--- config.mk ---
export PLATFORM = sky130hd
export DESIGN_NAME = ph_hazard_ctrl
export DESIGN_NICKNAME = d
export VERILOG_FILES = /design/src/ph_pkg.sv /design/src/ph_hazard_ctrl.sv
export SDC_FILE = /design/constraint.sdc
export NUM_CORES = 1
export LEC_CHECK = 0
export BUFFER_PORTS_ARGS = -buffer_cell sky130_fd_sc_hd__buf_2
export CELL_PAD_IN_SITES_DETAIL_PLACEMENT = 2
export CELL_PAD_IN_SITES_GLOBAL_PLACEMENT = 2
export CORE_MARGIN = 2
export CORE_UTILIZATION = 39
export CTS_BUF_LIST = sky130_fd_sc_hd__clkbuf_4
export DETAILED_ROUTE_END_ITERATION = 7
export PLACE_DENSITY_LB_ADDON = 0.08
export SYNTH_ARGS = -nofsm -noshare
export SYNTH_HDL_FRONTEND = slang
export SYNTH_SLANG_ARGS = --single-unit
--- constraint.sdc ---
create_clock -name core_clk_in -period 23.8 [get_ports core_clk_in]
set_input_delay 7.14 -clock core_clk_in [delete_from_list [all_inputs] [get_ports core_clk_in]]
set_output_delay 7.14 -clock core_clk_in [all_outputs]
set_load 0.02 [all_outputs]
--- src/ph_pkg.sv ---
// Summary of operation
// - float compute/multiply result used by next compute: one stall cycle
// - both multiplier operands from dual compute: one stall at N-2, two at N-1
// - float multiply then fixed ALU using its result: no stall
// - result into 64-bit float compute: two stalls adjacent, one with a gap
// - unconditional address_generator load then use: four stall cycles
// - conditional address_generator load after condition set then use: five stalls
// - condition set, conditional post-modify, same index use: five stalls
// - immediate address_generator load then use: no stall
// - one extra address stall for arith_status_register condition plus sign extension
// - unconditional branch on predictor miss or disabled: flush six, four delayed
// - conditional branch after condition set: eleven, nine delayed, plus one for status
// - interrupt_return, delayed or not: seven-cycle flush
// - frame call or restore then frame_pointer_index use: six extra stalls
// - index load then indirect branch: four, five conditional, plus one sign extension
// - short counter loop or arithmetic loop termination: eleven-cycle flush
// - current_loop_counter write then expired test: one stall; loop start none
// - unrolled loop change of flow or return at position N: four minus N
// - jump with loop abort: four extra stall cycles
// - loop stack change then return or jump: five stall cycles
// - call/return target a return: three stalls; target a jump: one
// - system_register_group update to access two later: five; second_element_enable none
// - float or multiply result moved out of its element next: one stall
package ph_pkg;

  localparam int CNT_W = 5;
  typedef logic [CNT_W-1:0] ph_cnt_t;

  localparam ph_cnt_t FP_FWD_STALL = 5'h01;
  localparam ph_cnt_t DUAL_N1_STALL = 5'h02;
  localparam ph_cnt_t DUAL_N2_STALL = 5'h01;
  localparam ph_cnt_t F64_N1_STALL = 5'h02;
  localparam ph_cnt_t F64_N2_STALL = 5'h01;
  localparam ph_cnt_t AG_LOAD_STALL = 5'h04;
  localparam ph_cnt_t AG_COND_STALL = 5'h05;
  localparam ph_cnt_t AG_EXTRA_STALL = 5'h01;
  localparam ph_cnt_t FRAME_STALL = 5'h06;
  localparam ph_cnt_t EXPIRED_STALL = 5'h01;
  localparam ph_cnt_t LOOP_POS_BASE = 5'h04;
  localparam ph_cnt_t ABORT_STALL = 5'h04;
  localparam ph_cnt_t LSTK_STALL = 5'h05;
  localparam ph_cnt_t TGT_RET_STALL = 5'h03;
  localparam ph_cnt_t TGT_JUMP_STALL = 5'h01;
  localparam ph_cnt_t SYSREG_STALL = 5'h05;
  localparam ph_cnt_t MOVE_OUT_STALL = 5'h01;

  localparam ph_cnt_t BR_FLUSH = 5'h06;
  localparam ph_cnt_t BR_DLY_FLUSH = 5'h04;
  localparam ph_cnt_t CBR_FLUSH = 5'h0B;
  localparam ph_cnt_t CBR_DLY_FLUSH = 5'h09;
  localparam ph_cnt_t CBR_ASTAT_EXTRA = 5'h01;
  localparam ph_cnt_t RET_INT_FLUSH = 5'h07;
  localparam ph_cnt_t LOOP_TERM_FLUSH = 5'h0B;

  localparam int AW = 8;
  localparam logic [AW-1:0] REG_CTRL_OFS = 8'h00;
  localparam logic [AW-1:0] REG_STAT_OFS = 8'h04;
  localparam logic [AW-1:0] REG_STALLS_OFS = 8'h08;
  localparam logic [AW-1:0] REG_FLUSHES_OFS = 8'h0C;
  localparam int CTRL_PRED_EN_BIT = 0;
  localparam logic [31:0] CTRL_RST = 32'h0000_0001;
  localparam logic [1:0] RESP_OKAY = 2'h0;
  localparam logic [1:0] RESP_SLVERR = 2'h2;

  typedef struct packed {
    logic is_compute;
    logic fp_result;
    logic is_mul;
    logic fixed_alu;
    logic dual;
    logic f64;
    logic loads_data;
    logic [3:0] dst;
    logic [3:0] dst2;
    logic [3:0] src_a;
    logic [3:0] src_b;
    logic ag_load;
    logic ag_cond;
    logic ag_imm;
    logic sign_ext;
    logic cond_postmod;
    logic ag_use;
    logic [3:0] ag_reg;
    logic [3:0] use_reg;
    logic sets_cond;
    logic cond_astat;
    logic branch;
    logic br_cond;
    logic br_delayed;
    logic br_indirect;
    logic int_return;
    logic pred_hit;
    logic frame_op;
    logic frame_use;
    logic loop_term;
    logic cur_cnt_wr;
    logic tests_expired;
    logic unrolled_cof;
    logic ret_to_loop;
    logic [1:0] pos;
    logic loop_abort;
    logic lstk_mod;
    logic flow_ret;
    logic tgt_return;
    logic tgt_jump;
    logic sysreg_upd;
    logic second_element_enable_only;
    logic mem_access;
    logic move_out;
    logic [3:0] move_src;
  } ph_instr_t;

  typedef enum logic [1:0] {ST_RUN, ST_STALL, ST_FLUSH} ph_state_t;

  typedef struct packed {
    ph_state_t st;
    ph_cnt_t cnt;
    logic served;
    logic flush;
    ph_instr_t p1;
    ph_instr_t p2;
    logic pred_en;
    logic [31:0] stalls;
    logic [31:0] flushes;
    logic bvalid;
    logic [1:0] bresp;
    logic rvalid;
    logic [1:0] rresp;
    logic [31:0] rdata;
  } ph_regs_t;

endpackage

--- src/ph_hazard_ctrl.sv ---
// Register access over AXI4-Lite and the address map are this design's own decisions.
`timescale 1ns/1ps
module ph_hazard_ctrl
  import ph_pkg::*;
(
  input wire logic core_clk_in,
  input wire logic nrst_in,
  input wire logic instr_valid_in,
  input wire ph_instr_t instr_in,
  output logic issue_ready_out,
  output logic hold_out,
  output logic bubble_out,
  output logic flush_out,
  input wire logic awvalid_in,
  output logic awready_out,
  input wire logic [AW-1:0] awaddr_in,
  input wire logic wvalid_in,
  output logic wready_out,
  input wire logic [31:0] wdata_in,
  input wire logic [3:0] wstrb_in,
  output logic bvalid_out,
  input wire logic bready_in,
  output logic [1:0] bresp_out,
  input wire logic arvalid_in,
  output logic arready_out,
  input wire logic [AW-1:0] araddr_in,
  output logic rvalid_out,
  input wire logic rready_in,
  output logic [31:0] rdata_out,
  output logic [1:0] rresp_out
);

  ph_regs_t q;
  ph_regs_t d;
  ph_cnt_t need_c;
  ph_cnt_t flush_c;
  logic go;
  logic wr_go;
  logic rd_go;
  logic [AW-1:0] wa;
  logic [AW-1:0] ra;

  function automatic ph_cnt_t mx(input ph_cnt_t a, input ph_cnt_t b);
    mx = (a > b) ? a : b;
  endfunction

  function automatic ph_cnt_t data_stall(input ph_instr_t c, input ph_instr_t a,
                                         input ph_instr_t b);
    ph_cnt_t s;
    ph_cnt_t x;
    logic hit_a;
    logic hit_b;
    logic ag_a;
    logic sx;
    s = '0;
    x = '0;
    hit_a = (c.src_a == a.dst) || (c.src_b == a.dst);
    hit_b = (c.src_a == b.dst) || (c.src_b == b.dst);
    ag_a = c.ag_use && (a.ag_reg == c.use_reg);
    sx = a.sign_ext && b.cond_astat;
    // a multiply result reaches the fixed ALU without penalty
    if (a.is_compute && a.fp_result && c.is_compute && hit_a
        && !(a.is_mul && c.fixed_alu)) begin
      s = mx(s, FP_FWD_STALL);
    end
    if (c.is_mul && a.dual && (c.src_a == a.dst || c.src_a == a.dst2)
        && (c.src_b == a.dst || c.src_b == a.dst2)) begin
      s = mx(s, DUAL_N1_STALL);
    end else if (c.is_mul && b.dual && (c.src_a == b.dst || c.src_a == b.dst2)
                 && (c.src_b == b.dst || c.src_b == b.dst2)) begin
      s = mx(s, DUAL_N2_STALL);
    end
    if (c.f64 && (a.is_compute || a.loads_data) && hit_a) begin
      s = mx(s, F64_N1_STALL);
    end else if (c.f64 && (b.is_compute || b.loads_data) && hit_b) begin
      s = mx(s, F64_N2_STALL);
    end
    // immediate loads are masked out by ag_imm, so they cost nothing
    if (ag_a && a.ag_load && !a.ag_imm && !a.ag_cond) begin
      x = AG_LOAD_STALL;
      if (c.br_indirect && a.sign_ext) begin
        x = ph_cnt_t'(x + AG_EXTRA_STALL);
      end
    end
    if (ag_a && b.sets_cond && ((a.ag_load && a.ag_cond && !a.ag_imm)
        || a.cond_postmod)) begin
      x = AG_COND_STALL;
      if (sx || (c.br_indirect && a.sign_ext)) begin
        x = ph_cnt_t'(x + AG_EXTRA_STALL);
      end
    end
    s = mx(s, x);
    if (a.cur_cnt_wr && c.tests_expired) begin
      s = mx(s, EXPIRED_STALL);
    end
    if (c.unrolled_cof || c.ret_to_loop) begin
      s = mx(s, ph_cnt_t'(LOOP_POS_BASE - ph_cnt_t'(c.pos)));
    end
    if (b.sysreg_upd && !b.second_element_enable_only && c.mem_access) begin
      s = mx(s, SYSREG_STALL);
    end
    if (a.is_compute && (a.fp_result || a.is_mul) && c.move_out
        && c.move_src == a.dst) begin
      s = mx(s, MOVE_OUT_STALL);
    end
    // branch side costs add on top of data hazards
    if (a.frame_op && c.frame_use) begin
      s = ph_cnt_t'(s + FRAME_STALL);
    end
    if (c.loop_abort) begin
      s = ph_cnt_t'(s + ABORT_STALL);
    end
    if (a.lstk_mod && c.flow_ret) begin
      s = ph_cnt_t'(s + LSTK_STALL);
    end
    if (c.tgt_return) begin
      s = ph_cnt_t'(s + TGT_RET_STALL);
    end else if (c.tgt_jump) begin
      s = ph_cnt_t'(s + TGT_JUMP_STALL);
    end
    data_stall = s;
  endfunction

  function automatic ph_cnt_t flush_len(input ph_instr_t c, input ph_instr_t a,
                                        input logic pred_en);
    ph_cnt_t f;
    f = '0;
    if (c.int_return) begin
      f = RET_INT_FLUSH;
    end else if (c.loop_term) begin
      f = LOOP_TERM_FLUSH;
    end else if (c.branch && (!c.pred_hit || !pred_en)) begin
      if (c.br_cond && a.sets_cond) begin
        f = c.br_delayed ? CBR_DLY_FLUSH : CBR_FLUSH;
        if (a.cond_astat) begin
          f = ph_cnt_t'(f + CBR_ASTAT_EXTRA);
        end
      end else begin
        f = c.br_delayed ? BR_DLY_FLUSH : BR_FLUSH;
      end
    end
    flush_len = f;
  endfunction

  assign need_c = data_stall(instr_in, q.p1, q.p2);
  assign flush_c = flush_len(instr_in, q.p1, q.pred_en);
  assign issue_ready_out = (q.st == ST_RUN) && (need_c == '0 || q.served);
  assign go = instr_valid_in && issue_ready_out;
  // issue holds through the detect cycle and every stall-state cycle
  assign hold_out = (q.st == ST_STALL)
                    || (q.st == ST_RUN && instr_valid_in && !issue_ready_out);
  assign bubble_out = hold_out || (q.st == ST_FLUSH);
  assign flush_out = q.flush;
  assign wr_go = awvalid_in && wvalid_in && !q.bvalid;
  assign rd_go = arvalid_in && !q.rvalid;
  assign awready_out = wr_go;
  assign wready_out = wr_go;
  assign arready_out = rd_go;
  assign bvalid_out = q.bvalid;
  assign bresp_out = q.bresp;
  assign rvalid_out = q.rvalid;
  assign rdata_out = q.rdata;
  assign rresp_out = q.rresp;
  assign wa = {awaddr_in[AW-1:2], 2'b00};
  assign ra = {araddr_in[AW-1:2], 2'b00};

  always_comb begin
    d = q;
    d.flush = 1'b0;
    case (q.st)
      ST_RUN: begin
        if (go) begin
          d.served = 1'b0;
          d.p1 = instr_in;
          d.p2 = q.p1;
          if (flush_c != '0) begin
            d.flush = 1'b1;
            d.st = ST_FLUSH;
            d.cnt = flush_c;
          end
        end else if (instr_valid_in) begin
          d.served = 1'b1;
          if (need_c > 5'h01) begin
            d.st = ST_STALL;
            d.cnt = ph_cnt_t'(need_c - 5'h01);
          end
        end else begin
          // an empty issue slot ages the history like an unrelated instruction
          d.p1 = '0;
          d.p2 = q.p1;
        end
      end
      ST_STALL, ST_FLUSH: begin
        d.cnt = ph_cnt_t'(q.cnt - 5'h01);
        if (q.cnt == 5'h01) begin
          d.st = ST_RUN;
        end
      end
      default: begin
        d.st = ST_RUN;
      end
    endcase
    if (hold_out) begin
      d.stalls = q.stalls + 32'h0000_0001;
    end
    if (q.st == ST_FLUSH) begin
      d.flushes = q.flushes + 32'h0000_0001;
    end
    if (wr_go) begin
      d.bvalid = 1'b1;
      d.bresp = RESP_OKAY;
      if (wa == REG_CTRL_OFS) begin
        if (wstrb_in[0]) begin
          d.pred_en = wdata_in[CTRL_PRED_EN_BIT];
        end
      end else if (wa != REG_STAT_OFS && wa != REG_STALLS_OFS && wa != REG_FLUSHES_OFS) begin
        d.bresp = RESP_SLVERR;
      end
    end else if (q.bvalid && bready_in) begin
      d.bvalid = 1'b0;
    end
    if (rd_go) begin
      d.rvalid = 1'b1;
      d.rresp = RESP_OKAY;
      case (ra)
        REG_CTRL_OFS: d.rdata = {31'h0000_0000, q.pred_en};
        REG_STAT_OFS: d.rdata = {24'h00_0000, q.cnt, q.served, q.st};
        REG_STALLS_OFS: d.rdata = q.stalls;
        REG_FLUSHES_OFS: d.rdata = q.flushes;
        default: begin
          d.rdata = 32'h0000_0000;
          d.rresp = RESP_SLVERR;
        end
      endcase
    end else if (q.rvalid && rready_in) begin
      d.rvalid = 1'b0;
    end
  end

  always_ff @(posedge core_clk_in or negedge nrst_in) begin
    if (!nrst_in) begin
      q <= '0;
      q.pred_en <= CTRL_RST[CTRL_PRED_EN_BIT];
    end else begin
      q <= d;
    end
  end
endmodule // ph_hazard_ctrl

Yosys cells after proc, flatten, opt, wreduce, memory -nomap -nowiden:

Cells that the tools add are included.

* flip-flop bits (word level): 246
* input port bits: 127
* output and inout port bits: 45
* word-level logic and storage cells: 288

* $add $sub $neg: 11
* order comparisons: 10
* equality and inequality tests: 24
* mux-type cells: 54
* reductions and logical operators: 87

Operators by type and width (number)
* $mux 134: 2
* $mux 5: 28
* $mux 135: 1
* $pmux 32 s4: 1
* $add 32x1->32 const B: 2
* $logic_and 1x1->1: 46
* $eq 4x4->1: 10
* $gt 5x1->1 const B: 5
* $logic_not 8->1: 2
* $logic_or 1x1->1: 16
* $mux 8: 2
* $add 5x3->5 const B: 3
* $mux 2: 7
* $mux 7: 2
* $eq 6x2->1 const B: 2
* $ne 6x2->1 const B: 2
* $gt 5x2->1 const B: 2
* $gt 5x5->1: 2
* $pmux 5 s2: 1
* $sub 5x1->5 const B: 2
* $logic_not 1->1: 9
* $mux 1: 8
* $reduce_and 4->1: 2
* $reduce_bool 2->1: 4
* 23 further kinds: 25

Depth between registers and ports, before layout:

Gate-level depths: netlist of run 1.

* depth in word-level cells: 43
* mapped depth: 36
* mapped depth without buffers: 35

Worst setup path after synthesis of run 1:

Ideal clock, no wire load.

* kind: input -> output
* start point: in instr_in[49] in the netlist's numbering
* end point: out bubble_out
* data arrival time: 12.862 ns
* required time: 16.660 ns
* path slack: 3.798 ns
* stages: 32
* buffers on the path: 1
* cell sequence: xor2_1 -> nor4_1 -> o221a_2 -> o31ai_1 -> ha_1 -> nor2_1 -> o31ai_1 -> a21oi_1 -> nor2_1 -> ha_1 -> nand3_1 -> o21ai_0 -> nor2b_1 -> nor2_1 -> a221o_1 -> or2_2 -> ha_1 -> nand2_1 -> o31ai_1 -> inv_1 -> ha_1 -> a21oi_1 -> nor2_1 -> o211a_1 -> o21ai_0 -> o221a_2 -> nor2_1 -> and3_1 -> o31a_1 -> o21bai_1 -> buf_2 -> or2_2

* word-level cells in the longest chain between the ends: 43
* elaborated cells between the ends (all ways): 60
* those cells by class: add/sub (5); order compare (9); eq/ne (4); mux (23); reduce/logical (19)

Ends and longest elaborated chain
* start: declaration: line ph_hazard_ctrl.sv:9 `input wire ph_instr_t instr_in,`
* $eq 4x4->1: line ph_hazard_ctrl.sv:57, ph_hazard_ctrl.sv:66
* $logic_or 1x1->1: line ph_hazard_ctrl.sv:57 `hit_a = (c.src_a == a.dst) || (c.src_b == a.dst);`
* $logic_and 1x1->1: line ph_hazard_ctrl.sv:62 `if (a.is_compute && a.fp_result && c.is_compute && hit_a`
* $logic_and 1x1->1: line ph_hazard_ctrl.sv:63 `&& !(a.is_mul && c.fixed_alu)) begin`
* $mux 1: line ph_hazard_ctrl.sv:62
* $gt 5x1->1: line ph_hazard_ctrl.sv:44 `mx = (a > b) ? a : b;`
* $mux 5: line ph_hazard_ctrl.sv:44
* $mux 5: line ph_hazard_ctrl.sv:69 `end else if (c.is_mul && b.dual && (c.src_a == b.dst || c.src_a == b.dst2)`
* (+28 left out)
* $logic_not 5->1 *: line ph_hazard_ctrl.sv:147 `assign issue_ready_out = (q.st == ST_RUN) && (need_c == '0 || q.served);`
* $logic_or 1x1->1 *: line ph_hazard_ctrl.sv:147
* $logic_and 1x1->1 *: line ph_hazard_ctrl.sv:147
* $logic_not 1->1 *: line ph_hazard_ctrl.sv:151 `|| (q.st == ST_RUN && instr_valid_in && !issue_ready_out);`
* $logic_and 1x1->1 *: line ph_hazard_ctrl.sv:151
* $logic_or 1x1->1 *: line ph_hazard_ctrl.sv:151
* via hold_out: line ph_hazard_ctrl.sv:11 `output logic hold_out,`
* $logic_or 1x1->1 *: line ph_hazard_ctrl.sv:152 `assign bubble_out = hold_out || (q.st == ST_FLUSH);`
* end: declaration: line ph_hazard_ctrl.sv:12 `output logic bubble_out,`

Mark *: on every way through the listed nets, which the timed path passes. The rest lies on a longest branch.

Worst setup path after layout of run 1:

* start point: in instr_in[45] in the netlist's numbering
* end point: out bubble_out

* word-level cells in the longest chain between the ends: 43
* elaborated cells between the ends (all ways): 58
* those cells by class: add/sub (5); order compare (9); eq/ne (4); mux (23); reduce/logical (17)

Ends and longest elaborated chain
* $eq 4x4->1: line ph_hazard_ctrl.sv:57, ph_hazard_ctrl.sv:67
* $logic_or 1x1->1: line ph_hazard_ctrl.sv:57
* $logic_and 1x1->1: line ph_hazard_ctrl.sv:62
* $logic_and 1x1->1: line ph_hazard_ctrl.sv:63
* $mux 1: line ph_hazard_ctrl.sv:62
* $gt 5x1->1: line ph_hazard_ctrl.sv:44
* $mux 5: line ph_hazard_ctrl.sv:44
* $mux 5: line ph_hazard_ctrl.sv:69
* (+27 left out)
* $mux 5 *: line ph_hazard_ctrl.sv:116 `if (c.tgt_return) begin`
* $logic_not 5->1 *: line ph_hazard_ctrl.sv:147
* $logic_or 1x1->1 *: line ph_hazard_ctrl.sv:147
* $logic_and 1x1->1 *: line ph_hazard_ctrl.sv:147
* $logic_not 1->1 *: line ph_hazard_ctrl.sv:151
* $logic_and 1x1->1 *: line ph_hazard_ctrl.sv:151
* $logic_or 1x1->1 *: line ph_hazard_ctrl.sv:151
* $logic_or 1x1->1 *: line ph_hazard_ctrl.sv:152

Mark *: on every way between the ends. The rest lies on a longest branch, timed or not.

==> qor.csv, run 1 <==
metric,value,unit
status,"complete, no violations",
# clock sinks,154,
CTS max path bufs,2,
crit share post-route,90.1,%
PortBufs,131,
Final Setup Violations,0,
"Cell Area, Synth",0.00853,mm^2
max-cap violation count,0,
Post-synth EDFFs,0,
crit path max fanout,11,
PostCTS Resize Cnt,0,
Initial DRT Pass Iterations,4,
post-synth top area share,44.9,%
met3 usage,4.76,%
met2 Use GR,37.6,%
Pleak,0.00467,uW
RSZ-0062 raised after global routing,no,
synthesis warning total,0,
worst min-delay path class,flip-flop to flip-flop,
CP max stage delay,660,ps
Rows,54,
CP dominant cell by count,ha_1,
startpoint types,input port,
largest area contributor in the netlist,dfrtp_1,
Max Freq,46.6,MHz
Post-Synth XOR/XNOR Area,11.5,%
1st-iter DRT viols,182,
Synth Area in Adders,3.08,%
r2r worst-path depth,34,
CP startpoint,instr_in[45],
vias after detailed routing,6593,
cts hold-fix bufs,0,
synthesis-stage register bit count,154,
CTS buffer count,17,
simple-gate share of the synthesized area,14.7,%
Die W,152,um
CP endpoint kind,output pin,
GR peak layer,met2,
worst skew pair latency,570,ps
Mapped Avg Cell Area,10.1,um^2
main combinational cell family by area after synthesis,simple AND/OR/NAND/NOR gates,
Total Nets Final,1081,
CTS H-tree depth,4,
CTS tree,yes,
Hold Path Sink,q[101],
Synth area leaders,"dfrtp_1 45%, xnor2_1 6.0%, xor2_1 5.5%",
met1 usage,25.3,%
routed len/inst,19.0,um
initial antenna violation count,4,
DR vias/cell,5.36,
ys flop type,dfrtp_1,
Worst R2R Setup Slack,15090,ps
Placer Congestion,0.796,
R2R Path Start,q[159],
post-route ant nets,0,
remaining global-route overflow,0,
Worst VDD drop,46.0,uV
WP data required,16660,ps
CP Class,input port to output pin,
hpwl dp,17.5,mm
post-route minimum period,21450,ps
Initial Util,39.5,%
first-pass GRT wire length,39.5,mm
area grow syn2layout,11.0,%
HP Start,q[101],
Total GRT Usage,20.9,%
Setup Skew,22.0,ps
Worst Tran Pin Value,973,ps
Synth top cells by count,"153 x dfrtp_1, 87 x nand2_1, 58 x xnor2_1",
mux share of post-synthesis cell area,7.20,%
reg2reg end,q[93],
relative slew slack,35.1,%
Pwr per Cell Area,87.1,mW/mm^2
die height,152,um
die footprint,0.0231,mm^2
Worst Hold Path Cells,1,
"CTS clk-pin slew, worst paths",130,ps
critical path arrival,14310,ps
vias in the first global route,7615,
final wirelength,23.4,mm
clk root buf,clkbuf_4,
CP max stage cell,o31ai_1,
largest net degree at the start of global routing,81,
ys async rst share,100,%
setup TNS,0,ps
Synth cell types,66,
Slew Limit Fails,0,
io pins,172,
post-CTS setup buffer count,0,
core box area,0.0216,mm^2
share of layout cells above drive strength 1,21.9,%
DRC errors left,0,
final hold vios,0,
sequential area share after synthesis,45.2,%
Tot Pwr,825,uW
Gate Count Post-Synth,844,
most common cell in the netlist,dfrtp_1,
Compound-Gate Fraction of Synth Area,12.2,%
## per-stage QoR
stage	worst slack, ps	hold slack [ps]	utilization [%]	instances	instance area (um^2)
final	2350	484	43.8	1230	9470
after global routing	1850	513	43.8	1227	9460
after CTS	2340	485	43.7	1226	9460
after detailed placement	2370	467	42.5	1194	9180
after global placement	2690	458	42.5	1194	9180
after floorplan	3800	441	-	845	8530
## routing by layer
| layer | vias up | routed length (um) |
|---|---|---|
| met5 | - | 13 |
| met3 | 28 | 865 |
| li1 | 3105 | - |
| met2 | 101 | 12200 |
| met4 | 2 | 348 |
| met1 | 3357 | 9960 |
## placed cells by master (no fill, tap or decap), drive strengths merged, types with 5 or more instances in the layout
| cell | instances |
|---|---|
| dfrtp | 153 |
| a22oi | 8 |
| nor2b | 5 |
| nand2 | 87 |
| nor2 | 50 |
| o211ai | 5 |
| a21oi | 6 |
| nor3 | 26 |
| and3 | 12 |
| and2 | 8 |
| clkbuf | 21 |
| inv | 33 |
| nand3 | 26 |
| nor4 | 7 |
| nand4 | 18 |
| a21o | 5 |
| xnor2 | 58 |
| mux2 | 25 |
| ha | 21 |
| mux2i | 31 |
| o21ai | 45 |
| buf | 135 |
| a22o | 30 |
| xor2 | 54 |
## kinds of logic (layout without fill, tap and decap cells)
| family | Yosys count | after routing |
|---|---|---|
| simple gates | 259 | 259 |
| flops | 154 | 154 |
| compound gates | 142 | 142 |
| xor+xnor | 112 | 112 |
| buf+inv | 98 | 199 |
| mux | 57 | 57 |
| fa+ha+maj | 21 | 21 |
| other cells | 1 | 6 |
## report_power, final
| part | switching (uW) | internal [uW] |
|---|---|---|
| Sequential | 47.2 | 301 |
| Clock | 98.3 | 66.6 |
| Combinational | 177 | 134 |
| Total | 323 | 502 |
## critical path, delay by kind of cell
| family | cells | cell delay, ps |
|---|---|---|
| fa+ha+maj | 5 | 1390 |
| simple gates | 9 | 1940 |
| xor+xnor | 1 | 150 |
| buf+inv | 4 | 650 |
| compound gates | 12 | 3030 |
## layout make-up
| cell class | count | area [um^2] |
|---|---|---|
| clock buffers | 21 | 158 |
| inverters | 32 | 120 |
| repair buffers | 135 | 692 |
| clock inverters | 11 | 121 |
| flip-flops and latches | 154 | 3850 |
| diodes | 4 | 10.0 |
| fillers | 2364 | 12200 |
| multi-input cells | 593 | 4160 |
| well taps | 280 | 350 |
## flip-flops by register name, summed over array words and instances (netlist names)
| signal | count |
|---|---|
| q | 117 |
| bvalid_out | 1 |
| bresp_out | 1 |
| rresp_out | 1 |
| rvalid_out | 1 |
| flush_out | 1 |
| rdata_out | 32 |
## how the worst max path moves through the flow
stage / end / slack [ps] / cells after the start
after floorplan: bubble_out / 3800 / 32
after global placement: bubble_out / 2690 / 31
after detailed placement: bubble_out / 2370 / 31
after CTS: bubble_out / 2340 / 31
after global routing: bubble_out / 1850 / 31
final: bubble_out / 2350 / 31
Power figures use the tool's default switching activity.
==> run 2: changes to the inputs <==
- BUFFER_PORTS_ARGS: -buffer_cell sky130_fd_sc_hd__buf_2 -> not set
- CORE_UTILIZATION: 39 -> 40
- DONT_BUFFER_PORTS: not set -> 1
==> run 2 against run 1 <==
Net effect: clock skew barely moved; clock-buffer cell count fell by 3; wire length decreased by 4.5%; combinational power shrank 8.0%; largest cell class unchanged; sequential cell count unchanged; sequential share of layout area rose by 2.8 points; non-clock buffer count fell by 132; critical path depth up 1; critical path type unchanged; fmax is 1.4% higher; clock power is 21% higher; highest routed layer unchanged; critical endpoint unchanged.
==> qor.csv, run 2 (synthesis results as in run 1) <==
metric,value,unit
critical path depth,32,
Placer Congestion,0.817,
Worst R2R Setup Slack,15020,ps
Final Setup Violations,0,
post-CTS setup buffer count,0,
final hold vios,0,
1st-iter DRT viols,192,
post-route ant nets,0,
Rows,53,
PortBufs,0,
Post-Layout Inst Area,0.00886,mm^2
CTS buffer count,17,
startpoint types,input port,
# fillers,2229,
largest net degree at the start of global routing,155,
CP Class,input port to output pin,
Pwr per Cell Area,94.4,mW/mm^2
Critical path buffers and inverters,2,
vias in the first global route,7051,
Worst Hold Path Cells,1,
Worst VDD drop,39.5,uV
CTS tree,yes,
"commonest non-fill, non-tap cells in the layout","153 x dfrtp_1, 87 x nand2_1, 58 x xnor2_1, 54 x xor2_1, 50 x nor2_1",
relative slew slack,39.2,%
Reg area,0.00385,mm^2
Total GRT Usage,20.9,%
"CTS clk-pin slew, worst paths",120,ps
area of the multi-input gates,0.00416,mm^2
HP Start,q[101],
Largest Register,q,
die footprint,0.0225,mm^2
"most common cell after layout, fill and taps aside",dfrtp_1,
DR vias/cell,5.61,
Max Freq,47.2,MHz
Worst Tran Pin Value,912,ps
area grow syn2layout,3.83,%
final wirelength,22.3,mm
Hold Path Sink,q[101],
PostCTS Resize Cnt,0,
hpwl dp,16.3,mm
CP endpoint kind,output pin,
vias after detailed routing,6114,
Placement Cell Area,0.00850,mm^2
Initial DRT Pass Iterations,4,
crit path max fanout,11,
worst skew pair latency,560,ps
Initial Util,40.7,%
max FFs per register,117,
CP max stage cell,nor4_1,
first-pass GRT wire length,37.2,mm
io pins,172,
critical path arrival,14030,ps
setup TNS,0,ps
routed len/inst,20.5,um
Pleak,0.00413,uW
share of layout cells above drive strength 1,9.23,%
WP data required,16660,ps
clk root buf,clkbuf_4,
reg2reg end,q[93],
post-route minimum period,21170,ps
core box area,0.0210,mm^2
RSZ-0062 raised after global routing,no,
cts hold-fix bufs,0,
status,"complete, no violations",
initial antenna violation count,2,
DRC errors left,0,
crit share post-route,88.9,%
CTS max path bufs,2,
CTS H-tree depth,4,
max-cap violation count,0,
remaining global-route overflow,0,
Total Nets Final,949,
worst min-delay path class,flip-flop to flip-flop,
Top delay family on crit path,compound AO/OA/AOI/OAI gates,
Slew Limit Fails,0,
R2R Path Start,q[228],
# clock sinks,154,
die height,150,um
Setup Skew,21.9,ps
CP dominant cell by count,nor2_1,
r2r worst-path depth,35,
CP max stage delay,510,ps
Die W,150,um
[run 2: cell type report]
cell class / instances / area share [%]
Clock inverter: 13 / 2.44
Antenna cell: 1 / 0.0283
Inverter: 32 / 1.36
Clock buffer: 18 / 1.53
Tap cell: 275 / 3.88
Timing Repair Buffer: 3 / 0.254
Sequential cell: 154 / 43.5
Multi-Input combinational cell: 593 / 47.0
[run 2: worst max path at each step]
stage                  from    endpoint
2_1_floorplan  instr_in[49]  bubble_out
3_3_place_gp   instr_in[30]  bubble_out
3_5_place_dp   instr_in[30]  bubble_out
4_1_cts        instr_in[30]  bubble_out
5_1_grt        instr_in[30]  bubble_out
6_report       instr_in[49]  bubble_out
[run 2: through the flow]
step	util (%)	total power, uW	hold slack [ps]	setup slack [ps]	std cells
finish	42.3	836	475	2630	1089
floorplan	-	572	441	3800	845
global route	42.3	893	502	2080	1089
detailed placement	40.6	645	462	2680	1057
global placement	40.6	625	461	3000	1057
CTS	42.3	849	479	2660	1088
[run 2: where the power goes]
group          total [uW]  leakage [uW]  internal [uW]  switching (uW)
Combinational         286       0.00189            124             162
Clock                 199      0.000181           96.2             102
Sequential            351       0.00206            301            50.1
Total                 836       0.00413            521             315
[run 2: metal layers]
layer  vias up  share of wire, %  GRT usage (%)
met5         -             0.072              0
met4         2               1.3           5.14
met3        25               4.8           5.27
met2       110                51           36.8
met1      3131                43           25.5
li1       2846                 -              -
